File: src/hdl/sdfd_fifo.sv
// buffer: holds no logic; the buffer module sits in the decoder file

File: src/hdl/sdfd_pkg.sv
// package: field widths, codes and carriers of the section descriptor decoder
package sdfd_pkg;
  localparam int MASK_W = 12;
  localparam int PRB_W = 10;
  localparam int CNT_W = 8;
  localparam int SYM_W = 4;
  localparam int SYMS = 14;
  localparam int BEAM_W = 15;
  localparam int GRP_W = 8;
  localparam int TOT_W = 16;
  localparam int FIFO_DEPTH = 16;
  localparam logic [MASK_W-1:0] MASK_ALL = 12'hfff;
  localparam logic [CNT_W-1:0] PRB_ALL = 8'h00;
  localparam logic [PRB_W-1:0] PRB_ZERO = 10'h000;
  localparam logic [SYM_W-1:0] SYM_RSV_LO = 4'h0;
  localparam logic [SYM_W-1:0] SYM_RSV_HI = 4'hf;
  localparam logic [SYM_W-1:0] SYM_ONE = 4'h1;
  localparam logic [BEAM_W-1:0] BEAM_NONE = 15'h0000;
  localparam logic [BEAM_W-1:0] UE_UNSCHED = 15'h7fff;
  localparam logic [1:0] BGK_UNSCHED = 2'h2;
  localparam logic [3:0] ST_CHINFO = 4'h6;
  localparam logic [3:0] ST_BEAMW = 4'h5;

  // one received section description, fields already pulled from the message
  typedef struct packed {
    logic first_of_msg;
    logic [SYM_W-1:0] start_symbol;
    logic [3:0] section_type;
    logic [11:0] section_identifier;
    logic symbol_advance_flag;
    logic extension_present_flag;
    logic has_ext6;
    logic has_ext10;
    logic has_ext12;
    logic has_ext19;
    logic [1:0] beam_grouping_kind;
    logic [SYMS-1:0] symbol_set_bitmap;
    logic high_priority;
    logic mask_given;
    logic [MASK_W-1:0] subcarrier_mask;
    logic [PRB_W-1:0] first_prb_index;
    logic [CNT_W-1:0] prb_count;
    logic [SYM_W-1:0] symbol_count;
    logic [BEAM_W-1:0] beam_selector;
    logic [BEAM_W-1:0] ue_channel_label;
  } sdfd_desc_t;

  // decoded result of one description
  typedef struct packed {
    logic malformed;
    logic extension_present_flag;
    logic [11:0] section_identifier;
    logic [PRB_W-1:0] first_prb;
    logic all_prbs;
    logic [TOT_W-1:0] prb_total;
    logic [MASK_W-1:0] applied_mask;
    logic [MASK_W-1:0] zero_mask;
    logic [SYM_W-1:0] run_symbol;
    logic [SYMS-1:0] symbol_set;
    logic no_beamforming;
    logic [BEAM_W-1:0] beam_selector;
    logic [BEAM_W-1:0] ue_channel_label;
    logic unscheduled;
  } sdfd_out_t;
endpackage

File: src/hdl/sdfd_decoder.sv
// module: section descriptor field decoder with input buffering
`timescale 1ns/1ps
`default_nettype none
// Contract
// - mask has one bit per subcarrier; msb is the lowest-frequency subcarrier
// - absent mask defaults to all ones, covering all twelve subcarriers
// - priority coupling: only the highest-priority description configures a subcarrier; code clips a low one only by earlier high-priority bits of its group
// - uncovered subcarriers of a partly covered prb are output as zero
// - prb count is the number of contiguous prbs covered
// - prb count zero means all prbs; starting prb is forced to zero
// - channel-info group size scales prb count only in type 6
// - symbol count 1..14 valid; 0 only with ext 6 or 12; 15 reserved
// - with ext 6, 12 or 19 the symbol set comes from the bitmap
// - extension flag: zero none, one at least one extension
// - beam selector zero means no beamforming, equal drive to all elements
// - beam selectors form one global space of 32767 nonzero beams
// - type 6 ue label is only a stream label with no meaning
// - enabled marker: label all ones, ext 10, kind 10b, type 5 unschedules
// - first prb index is the lowest-frequency prb covered
// - running symbol per message advances by previous count on flag
module sdfd_decoder #(
  parameter int DEPTH = sdfd_pkg::FIFO_DEPTH
) (
  // clock and reset
  input wire logic ref_clk,
  input wire logic rst_n,
  // configuration
  input wire logic priority_coupling,
  input wire logic unscheduled_marker_enable,
  input wire logic [sdfd_pkg::GRP_W-1:0] channel_info_group_size,
  // incoming descriptions
  input wire logic in_valid,
  output logic in_ready,
  input wire sdfd_pkg::sdfd_desc_t in_desc,
  // decoded descriptions
  output logic out_valid,
  input wire logic out_ready,
  output sdfd_pkg::sdfd_out_t out_desc
);
  import sdfd_pkg::*;

  // ----------------------------------------------------------------
  // input buffer
  // ----------------------------------------------------------------
  logic buf_valid;
  logic buf_ready;
  sdfd_desc_t d;
  logic in_ready_unused;
  logic [$bits(sdfd_desc_t)-1:0] buf_data;

  sdfd_fifo #(.WIDTH($bits(sdfd_desc_t)), .DEPTH(DEPTH)) u_fifo (
    .ref_clk(ref_clk),
    .rst_n(rst_n),
    .wr_valid(in_valid),
    .wr_ready(in_ready_unused),
    .wr_data(in_desc),
    .rd_valid(buf_valid),
    .rd_ready(buf_ready),
    .rd_data(buf_data)
  );
  assign d = sdfd_desc_t'(buf_data);
  assign in_ready = in_ready_unused;

  // ----------------------------------------------------------------
  // state
  // ----------------------------------------------------------------
  logic out_valid_ff;
  sdfd_out_t out_ff;
  logic [SYM_W-1:0] sym_ff;
  logic [SYM_W-1:0] prev_cnt_ff;
  logic [PRB_W-1:0] grp_prb_ff;
  logic [SYM_W-1:0] grp_sym_ff;
  logic [MASK_W-1:0] union_ff;
  logic [MASK_W-1:0] hi_mask_ff;

  assign buf_ready = !out_valid_ff || out_ready;
  wire take = buf_valid && buf_ready;

  // ----------------------------------------------------------------
  // field decode
  // ----------------------------------------------------------------
  wire bitmap_ext = d.has_ext6 || d.has_ext12 || d.has_ext19;
  wire zero_ok = d.has_ext6 || d.has_ext12;
  wire sym_bad = (d.symbol_count == SYM_RSV_HI) ||
                 ((d.symbol_count == SYM_RSV_LO) && !zero_ok);
  wire malformed = sym_bad;

  // running symbol for this description
  wire [SYM_W-1:0] base_sym = d.first_of_msg ? d.start_symbol : sym_ff;
  wire [SYM_W-1:0] base_cnt = d.first_of_msg ? SYM_ONE : prev_cnt_ff;
  wire [SYM_W:0] adv_sum = {1'b0, base_sym} + {1'b0, base_cnt};
  wire [SYM_W-1:0] nxt_sym = d.symbol_advance_flag ? adv_sum[SYM_W-1:0] : base_sym;

  // symbol set from count or from bitmap
  logic [SYMS-1:0] count_set;
  always_comb begin
    count_set = '0;
    for (int i = 0; i < SYMS; i++) begin
      count_set[i] = ({1'b0, SYM_W'(i)} >= {1'b0, nxt_sym}) &&
                     ({1'b0, SYM_W'(i)} < ({1'b0, nxt_sym} + {1'b0, d.symbol_count}));
    end
  end
  wire [SYMS-1:0] sym_set = bitmap_ext ? d.symbol_set_bitmap : count_set;

  // prb span
  wire all_prbs = (d.prb_count == PRB_ALL);
  wire [PRB_W-1:0] first_prb = all_prbs ? PRB_ZERO : d.first_prb_index;
  wire grp_scale = (d.section_type == ST_CHINFO) &&
                   (channel_info_group_size != '0);
  wire [TOT_W-1:0] prb_plain = {{(TOT_W-CNT_W){1'b0}}, d.prb_count};
  wire [TOT_W-1:0] prb_grouped = TOT_W'(d.prb_count) * TOT_W'(channel_info_group_size);
  wire [TOT_W-1:0] prb_total = grp_scale ? prb_grouped : prb_plain;

  // subcarrier mask, bit 11 is the lowest-frequency subcarrier
  wire [MASK_W-1:0] eff_mask = d.mask_given ? d.subcarrier_mask : MASK_ALL;
  wire same_grp = !d.first_of_msg && (first_prb == grp_prb_ff) && (nxt_sym == grp_sym_ff);
  wire [MASK_W-1:0] held_union = same_grp ? union_ff : '0;
  wire [MASK_W-1:0] held_hi = same_grp ? hi_mask_ff : '0;
  wire lose_to_hi = priority_coupling && !d.high_priority;
  wire [MASK_W-1:0] won_mask = lose_to_hi ? (eff_mask & ~held_hi) : eff_mask;
  wire [MASK_W-1:0] applied = malformed ? '0 : won_mask;
  wire [MASK_W-1:0] nxt_union = held_union | applied;
  wire [MASK_W-1:0] nxt_hi = held_hi | ((priority_coupling && d.high_priority) ? applied : '0);
  wire [MASK_W-1:0] zero_fill = (nxt_union != '0) ? ~nxt_union : '0;

  // beam and stream label
  wire no_bf = (d.beam_selector == BEAM_NONE);
  wire unsched = unscheduled_marker_enable && d.has_ext10 &&
                 (d.beam_grouping_kind == BGK_UNSCHED) &&
                 (d.section_type == ST_BEAMW) &&
                 (d.ue_channel_label == UE_UNSCHED);

  sdfd_out_t nxt_out;
  always_comb begin
    nxt_out = '0;
    nxt_out.malformed = malformed;
    nxt_out.extension_present_flag = d.extension_present_flag;
    nxt_out.section_identifier = d.section_identifier;
    nxt_out.first_prb = first_prb;
    nxt_out.all_prbs = all_prbs;
    nxt_out.prb_total = prb_total;
    nxt_out.applied_mask = applied;
    nxt_out.zero_mask = malformed ? '0 : zero_fill;
    nxt_out.run_symbol = nxt_sym;
    nxt_out.symbol_set = malformed ? '0 : sym_set;
    nxt_out.no_beamforming = no_bf && !malformed;
    nxt_out.beam_selector = d.beam_selector;
    nxt_out.ue_channel_label = d.ue_channel_label;
    nxt_out.unscheduled = unsched && !malformed;
  end

  // ----------------------------------------------------------------
  // registers
  // ----------------------------------------------------------------
  always_ff @(posedge ref_clk or negedge rst_n) begin
    if (!rst_n) begin
      out_valid_ff <= 1'b0;
      out_ff <= '0;
    end else if (buf_ready) begin
      out_valid_ff <= buf_valid;
      if (buf_valid) out_ff <= nxt_out;
    end
  end

  always_ff @(posedge ref_clk or negedge rst_n) begin
    if (!rst_n) begin
      sym_ff <= '0;
      prev_cnt_ff <= SYM_ONE;
      grp_prb_ff <= '0;
      grp_sym_ff <= '0;
      union_ff <= '0;
      hi_mask_ff <= '0;
    end else if (take) begin
      sym_ff <= nxt_sym;
      prev_cnt_ff <= d.symbol_count;
      grp_prb_ff <= first_prb;
      grp_sym_ff <= nxt_sym;
      union_ff <= nxt_union;
      hi_mask_ff <= nxt_hi;
    end
  end

  assign out_valid = out_valid_ff;
  assign out_desc = out_ff;

  // ----------------------------------------------------------------
  // assertions
  // ----------------------------------------------------------------
  a_bad_count_flagged: assert property (@(posedge ref_clk) disable iff (!rst_n)
    take && (d.symbol_count == SYM_RSV_HI) |=> out_valid && out_desc.malformed &&
      (out_desc.applied_mask == '0))
    else $error("reserved symbol count not flagged");
  a_zero_count_ext: assert property (@(posedge ref_clk) disable iff (!rst_n)
    take && (d.symbol_count == SYM_RSV_LO) && d.has_ext6 |=> !out_desc.malformed)
    else $error("zero count with ext 6 wrongly flagged");
  a_all_prb_start: assert property (@(posedge ref_clk) disable iff (!rst_n)
    take && (d.prb_count == PRB_ALL) |=> out_desc.all_prbs && (out_desc.first_prb == '0))
    else $error("all-prb start not forced to zero");
  a_default_mask: assert property (@(posedge ref_clk) disable iff (!rst_n)
    take && !d.mask_given && !malformed && !priority_coupling |=>
      (out_desc.applied_mask == MASK_ALL) && (out_desc.zero_mask == '0))
    else $error("default mask not all ones");
  a_no_beam_zero: assert property (@(posedge ref_clk) disable iff (!rst_n)
    take && !malformed |=> out_desc.no_beamforming == ($past(d.beam_selector) == '0))
    else $error("no-beamforming flag wrong");
  a_group_scale: assert property (@(posedge ref_clk) disable iff (!rst_n)
    take && (d.section_type != ST_CHINFO) |=> out_desc.prb_total == TOT_W'($past(d.prb_count)))
    else $error("group size applied outside type 6");
  a_unsched_mark: assert property (@(posedge ref_clk) disable iff (!rst_n)
    take && !unscheduled_marker_enable |=> !out_desc.unscheduled)
    else $error("unscheduled mark while disabled");
  a_symbol_advance: assert property (@(posedge ref_clk) disable iff (!rst_n)
    take && !d.first_of_msg && !d.symbol_advance_flag |=> out_desc.run_symbol == $past(sym_ff))
    else $error("running symbol moved without advance flag");
  a_bitmap_used: assert property (@(posedge ref_clk) disable iff (!rst_n)
    take && d.has_ext19 && !malformed |=> out_desc.symbol_set == $past(d.symbol_set_bitmap))
    else $error("bitmap not used with extension");
  a_out_hold: assert property (@(posedge ref_clk) disable iff (!rst_n)
    out_valid && !out_ready |=> out_valid && $stable(out_desc))
    else $error("output changed while stalled");
  a_first_prb_pass: assert property (@(posedge ref_clk) disable iff (!rst_n)
    take && (d.prb_count != PRB_ALL) |=> out_desc.first_prb == $past(d.first_prb_index))
    else $error("first prb index not passed through");
  a_priority_win: assert property (@(posedge ref_clk) disable iff (!rst_n)
    take && lose_to_hi |=> (out_desc.applied_mask & $past(held_hi)) == '0)
    else $error("low priority kept a won subcarrier");
  a_unsched_set: assert property (@(posedge ref_clk) disable iff (!rst_n)
    take && unscheduled_marker_enable && d.has_ext10 && !malformed &&
      (d.beam_grouping_kind == BGK_UNSCHED) && (d.section_type == ST_BEAMW) &&
      (d.ue_channel_label == UE_UNSCHED) |=> out_desc.unscheduled)
    else $error("unscheduled marker not decoded");
  a_malformed_clear: assert property (@(posedge ref_clk) disable iff (!rst_n)
    take && malformed |=> (out_desc.symbol_set == '0) && !out_desc.no_beamforming)
    else $error("malformed description still processed");
  c_malformed: cover property (@(posedge ref_clk) disable iff (!rst_n)
    out_valid && out_desc.malformed);
  c_priority_clip: cover property (@(posedge ref_clk) disable iff (!rst_n)
    take && lose_to_hi && ((eff_mask & held_hi) != '0));
  c_fifo_full: cover property (@(posedge ref_clk) disable iff (!rst_n)
    in_valid && !in_ready);
  c_unsched: cover property (@(posedge ref_clk) disable iff (!rst_n)
    out_valid && out_desc.unscheduled);
endmodule // sdfd_decoder

// ----------------------------------------------------------------
// input buffer module
// ----------------------------------------------------------------
module sdfd_fifo #(
  parameter int WIDTH = 8,
  parameter int DEPTH = 16
) (
  // clock and reset
  input wire logic ref_clk,
  input wire logic rst_n,
  // fill side
  input wire logic wr_valid,
  output logic wr_ready,
  input wire logic [WIDTH-1:0] wr_data,
  // drain side
  output logic rd_valid,
  input wire logic rd_ready,
  output logic [WIDTH-1:0] rd_data
);
  localparam int AW = $clog2(DEPTH);
  logic [WIDTH-1:0] mem [DEPTH];
  logic [AW-1:0] wp_ff;
  logic [AW-1:0] rp_ff;
  logic [AW:0] cnt_ff;
  logic full_ff;
  wire do_wr = wr_valid && !full_ff;
  wire do_rd = rd_ready && (cnt_ff != '0);
  wire [AW:0] nxt_cnt = cnt_ff + {{AW{1'b0}}, do_wr} - {{AW{1'b0}}, do_rd};

  assign wr_ready = !full_ff;
  assign rd_valid = (cnt_ff != '0);
  assign rd_data = mem[rp_ff];

  always_ff @(posedge ref_clk) begin
    if (do_wr) mem[wp_ff] <= wr_data;
  end

  always_ff @(posedge ref_clk or negedge rst_n) begin
    if (!rst_n) begin
      wp_ff <= '0;
      rp_ff <= '0;
      cnt_ff <= '0;
      full_ff <= 1'b0;
    end else begin
      if (do_wr) wp_ff <= (wp_ff == AW'(DEPTH-1)) ? '0 : wp_ff + 1'b1;
      if (do_rd) rp_ff <= (rp_ff == AW'(DEPTH-1)) ? '0 : rp_ff + 1'b1;
      cnt_ff <= nxt_cnt;
      full_ff <= (nxt_cnt == (AW+1)'(DEPTH));
    end
  end

  a_full_flag: assert property (@(posedge ref_clk) disable iff (!rst_n)
    full_ff == (cnt_ff == (AW+1)'(DEPTH)))
    else $error("full flag out of step with count");
endmodule // sdfd_fifo
`default_nettype wire

File: config.mk
export PLATFORM = sky130hd
export DESIGN_NAME = sdfd_decoder
export DESIGN_NICKNAME = d
export VERILOG_FILES = /design/src/hdl/sdfd_fifo.sv /design/src/hdl/sdfd_pkg.sv /design/src/hdl/sdfd_decoder.sv
export SDC_FILE = /design/constraint.sdc
export NUM_CORES = 2
export LEC_CHECK = 0
export ABC_AREA = 1
export BUFFER_PORTS_ARGS = -buffer_cell sky130_fd_sc_hd__buf_4
export CAP_MARGIN = 20
export CELL_PAD_IN_SITES_DETAIL_PLACEMENT = 0
export CELL_PAD_IN_SITES_GLOBAL_PLACEMENT = 1
export CORE_UTILIZATION = 40
export CTS_CLUSTER_SIZE = 30
export DETAILED_ROUTE_END_ITERATION = 10
export GPL_ROUTABILITY_DRIVEN = 0
export HOLD_SLACK_MARGIN = 0.08
export PLACE_DENSITY = 0.63
export SLEW_MARGIN = 20
export SYNTH_ARGS = -nofsm -noshare
export SYNTH_HDL_FRONTEND = slang
export SYNTH_SLANG_ARGS = --single-unit
File: constraint.sdc
create_clock -name ref_clk -period 5.5 [get_ports ref_clk]
set_input_delay 0.55 -clock ref_clk [delete_from_list [all_inputs] [get_ports ref_clk]]
set_output_delay 0.55 -clock ref_clk [all_outputs]
set_load 0.05 [all_outputs]
After elaboration in Yosys (flattened, before gate mapping)
Memories as Yosys holds them, arrays and structs flattened. Cells that the tools add are included.

Output and inout bits: 117. Bits in writable memories: 1744. Bits in registers: 172. Input bits: 123. Memories: 1. Logic and storage cells: 139.

Memories: u_fifo.mem (depth 16, width 109, rd ports 1, clocked after memory_dff 0, wr ports 1, line sdfd_decoder.sv:265) `logic [WIDTH-1:0] mem [DEPTH];`.

Bitwise gates (word level): 5. Multiply operators: 1. Equal/unequal tests: 10. Multiplexer cells: 19. Add/sub/neg operators: 6. Reduce and logical (&&, ||, !) cells: 45. Order comparisons: 28.

Operators by type and width (number): $mux W12 (8); $lt A4 B5 Y1 const A (6); $logic_and A1 B1 Y1 (28); $mux W14 (2); $ge A4 B4 Y1 const A (6); $not A12 Y12 (2); $or A12 B12 Y12 (2); $lt A3 B5 Y1 const A (4); $mux W4 (5); $ge A3 B4 Y1 const A (4); $mul A8 B8 Y16 (1); $mux W16 (1); $eq A15 B15 Y1 const B (1); $logic_not A15 Y1 (1); $and A12 B12 Y12 (1); $eq A4 B4 Y1 const B (3); $reduce_bool A12 Y1 (1); $eq A10 B10 Y1 (1); $lt A1 B5 Y1 const A (2); $lt A2 B5 Y1 const A (2); $mux W10 (1); $add A4 B1 Y4 const B (2); $eq A4 B3 Y1 const B (2); $ge A1 B4 Y1 const A (2); 16 further kinds (26).

Logic depth before layout (Yosys ltp)
An unclocked memory read counts as a cell.

Depth after elaboration: 15. Mapped depth: 39.

By module
Synthesis repeated with hierarchy kept, for this count alone.

Cell total of the unflattened synthesis: 8787. Area total of the unflattened synthesis: 86036.3 um2.

By module, submodules not included: sdfd_fifo (area each 76664.8 um2, cells each 7554, sequential area each 52720.6 um2, times used 1); sdfd_decoder (area each 9371.5 um2, cells each 1233, sequential area each 3604.7 um2, times used 1).

Worst setup path after synthesis
OpenSTA, ideal clock, no wires.

Kind: reg-to-reg. Start: reg u_fifo.full_ff. End: mem u_fifo.mem[11][0] in the netlist's numbering (enable). Library setup time: 578 ps. Arrival: 5636 ps. Path slack: -714 ps. Buffers on the path: 0. Stages on the path, launching flop included: 6. Cell sequence: dfrtp_1 -> inv_1 -> nand2_1 -> clkinv_1 -> nand2_1 -> nor2_1.

Cells in the longest elaborated chain, start to end: 4.

RTL lines: start: declaration (line sdfd_decoder.sv:269) `logic full_ff;`; start signal: assignment (line sdfd_decoder.sv:292) `full_ff <= (nxt_cnt == (AW+1)'(DEPTH));`; $logic_not A1 Y1; named net in_ready (line sdfd_decoder.sv:33) `output logic in_ready,`; $logic_and A1 B1 Y1 (line sdfd_decoder.sv:270) `wire do_wr = wr_valid && !full_ff;`; named net u_fifo.do_wr (line sdfd_decoder.sv:270); $mux W1 (line sdfd_decoder.sv:279) `if (do_wr) mem[wp_ff] <= wr_data;`; $mux W1 (implied by the code) (line sdfd_decoder.sv:279); end: declaration (line sdfd_decoder.sv:265).

The timed path passes the listed nets, and every way through them passes these cells.

Final worst setup path
Start: reg u_fifo.rp_ff[0]. End: reg out_ff (netlist bit out_desc[89]).

Cells in the longest elaborated chain, start to end: 4. Elaborated cells on any way between the ends: 5. Classes of those cells: 1 x mul; 1 x eq/ne; 1 x mux; 1 x reduce/logical; 1 x memory.

RTL lines: start: declaration (line sdfd_decoder.sv:267) `logic [AW-1:0] rp_ff;`; start signal: assignment (line sdfd_decoder.sv:290) `if (do_rd) rp_ff <= (rp_ff == AW'(DEPTH-1)) ? '0 : rp_ff + 1'b1;`; $mem_v2 Z16 W109 *; parallel branches: the longest is 2 deep, another holds $mul A8 B8 Y16; $mux W16 * (line sdfd_decoder.sv:112) `wire [TOT_W-1:0] prb_total = grp_scale ? prb_grouped : prb_plain;`; end signal: assignment (line sdfd_decoder.sv:161) `if (buf_valid) out_ff <= nxt_out;`; end: declaration (line sdfd_decoder.sv:68) `sdfd_out_t out_ff;`.

Every way passes the cells marked *. A chain may end at the register's enable or synchronous reset.

==> metrics <==
Max Freq=~180 MHz; Worst EP required=between 6 and 7 ns; Post-synth EDFFs=~1700; Cell variety after synth=between 50 and 60; Setup TNS=-0.0201 ns; I/O pin count=240; share of layout cells above drive strength 1=between 10% and 20%; static leakage=around 33 nW; tightest hold margin=0.160 ns; Synth Flop Type=edfxtp_1; initial antenna violation count=15; CP Data Arrival Time=approximately 6.2 ns; flops & latches, synth=about 1900; root buffer cell=clkbuf_16; number of max-cap violations=0; final worst setup slack=-0.0201 ns; commonest non-fill, non-tap cell in the layout=edfxtp_1; CP max-delay cell=dfrtp_4; Setup-failing EPs final=1; Slew Limit Fails=0; TritonCTS Buffers=between 150 and 200; vias in the first global route=approximately 50000; htree depth=4; Mapped Cells=around 6100; relative slew slack=31.1%; Worst Path Max Fanout=14; via count=slightly above 50000; Place WS=-0.185 ns; register area share after synthesis=between 70 and 80%; status=finished, violations left; worst-case reg-to-reg path depth=30; peak supply drop=approximately 0.0012 V; latest clock arrival within the worst-skew pair=0.85 ns; switching part of the total power=between 40% and 50%; initial core utilization=40.4%; worst hold path type=input port to asynchronous set/reset pin; Final Skew=between 0.04 and 0.05 ns; WL/cell=about 25 microns; buffers added on ports=between 200 and 250; Final nets=6821; vias per cell=approximately 5.5; cell mode on critical path=nand2_1; Pre-antenna DRT Iters=5; CTS tree=built; failing checks=negative setup slack; startpoint types=flop; RSZ-0062 raised after global routing=yes; total track usage=24.1%; crit-path max cell delay=around 0.54 ns; dpl hpwl=between 100000 and 150000 microns; Fin. Hold Viols=0; Area growth, synth to finish=18.7%; Clock Path Buffers=3; power per cell area=between 600 and 700 nW/um^2; power share of the combinational group=around half; overall power=about 0.063 W; Die ar.=just under 200000 sq um; antenna viol nets, final=0; num rows=160; most frequent cells in the layout=edfxtp_1 (1744), nand2_1 (956), nor2_1 (776); Post-Synthesis Mean Instance Area=~13 sq um; total core area=191000 sq um; Sink Count=1902; fillers=around 17000; global-route wire length before repair=~340000 microns; Tmin final=5.52 ns; Die Wd=441 microns; post-layout util=between 40 and 50%; largest net degree at the start of global routing=roughly 200; sequential power share=between 20% and 30%; P_int=about 0.037 W; Switch Pwr=about 0.026 W; clock power share=20.8%; Reg area=56300 sq um; fin crit share=100%; Die Y=441 microns; async set-reset flop share out of synthesis=between 8 and 9%; Worst setup EP type=flop; Multi-input gate area=18400 sq um; drt total wl=about 240000 microns; DRC Markers=0; clock transition at the registers of the reported paths=~0.06 ns; Iter 0 DRT Violations=~4500; critical path class=flop to flop; grt ovf=0; Mapped Area=77100 sq um; Yosys Warn Count=0; Worst Tran Pin Value=roughly 1.0 ns; Mapped Nets=around 6300
-- per-layer routing --
metal / vias to the layer above / share of wire (%) / GRT usage (%) / wire length, microns
met2: 1502 / 49 / 40.8 / 116000
met3: 298 / 5.1 / 3.16 / 12100
met5: - / 0.031 / 0 / 74
met4: 14 / 2.3 / 6.14 / 5520
li1: 23149 / - / - / -
met1: 25956 / 43 / 32.9 / 102000
-- synth_stat cells, drive strengths merged, types with 16 or more instances --
master	count	area [sq um]
a22o	16	140
ha	54	676
buf	209	1240
nand3	187	941
a21oi	183	938
nand4	39	244
inv	250	938
nand2	975	3670
clkbuf	164	616
o221ai	97	850
nor2	828	3140
a221oi	26	228
nor3	34	181
o22ai	185	1160
a32o	26	260
edfxtp	1744	52400
o21ai	672	3360
o211ai	36	270
a22oi	35	263
fa	39	781
dfrtp	157	3930
-- layout make-up --
class                   count  area share, %
inverters                 254           1.09
flip-flops and latches   1902           61.5
clock buffers             278           5.92
well taps                2511           3.43
clock inverters            89           1.00
multi-input cells        3548           20.2
diodes                      4         0.0109
repair inverters            1         0.0123
repair buffers            699           6.85
-- timing repair --
item | CTS | global route
cloned | 4 | 0
setup endpoints to repair | 7 | 33
pin swaps | 43 | 32
hold buffers | 110 | 0
buffers inserted | 34 | 10
endpoints found under the hold margin | 1771 | 0
resized for setup | 83 | 41
-- power groups by stage --
stage	Sequential, W	Clock [W]	Combinational (W)
after floorplan	0.0200	0	0.0151
after global placement	0.0189	0	0.0279
after detailed placement	0.0189	0	0.0279
after CTS	0.0186	0.0133	0.0301
after global routing	0.0187	0.0138	0.0342
final	0.0186	0.0131	0.0312
-- path summary, 6_finish.rpt --
check	from	slack, ns	endpoint
setup / recovery	u_fifo.rp_ff[0]$_DFFE_PN0P_	-0.02	out_desc[89]$_DFFE_PN0P_
hold / removal	rst_n	0.16	out_valid$_DFFE_PN0N_
setup reg to reg	u_fifo.rp_ff[0]$_DFFE_PN0P_	-0.02	out_desc[89]$_DFFE_PN0P_
hold reg to reg	out_desc[17]$_DFFE_PN0P_	0.48	out_desc[17]$_DFFE_PN0P_
max in group asynchronous	rst_n	3.95	u_fifo.rp_ff[1]$_DFFE_PN0P_
min in group ref_clk	out_ready	0.21	out_valid$_DFFE_PN0N_
-- metrics by stage --
step | cells | cell area [sq um]
global route | 9283 | 91500
global placement | 8758 | 83200
CTS | 9274 | 91400
detailed placement | 8760 | 83300
floorplan | 6077 | 77100
finish | 9286 | 91500
-- worst max-delay path: cells and delay by family, from the launching register on --
family	cells	cell delay [ns]
AND/OR/NAND/NOR	12	1.03
AO/OA/AOI/OAI	6	0.80
adder cells (fa/ha/maj)	5	2.35
buffers and inverters	7	0.65
flip-flops	1	0.54
-- flip-flops by register name, summed over array words and instances, names as in the netlist --
register,flops
u_fifo.wp_ff,4
u_fifo.mem,1744
u_fifo.cnt_ff,5
out_valid,1
prev_cnt_ff,4
u_fifo.full_ff,1
out_desc,115
u_fifo.rp_ff,4
hi_mask_ff,12
union_ff,12
-- cells by family (layout without fill, tap and decap cells) --
group,Yosys count,count (layout),share of synthesized area [%]
simple gates,2088,2088,10.8
flops,1902,1902,73.0
compound gates,1352,1352,10.5
buf+inv,627,1321,3.64
fa+ha+maj,93,93,1.89
xor+xnor,15,15,0.170
other cells,0,4,0
Note: power is estimated with default switching activity, not from simulation.
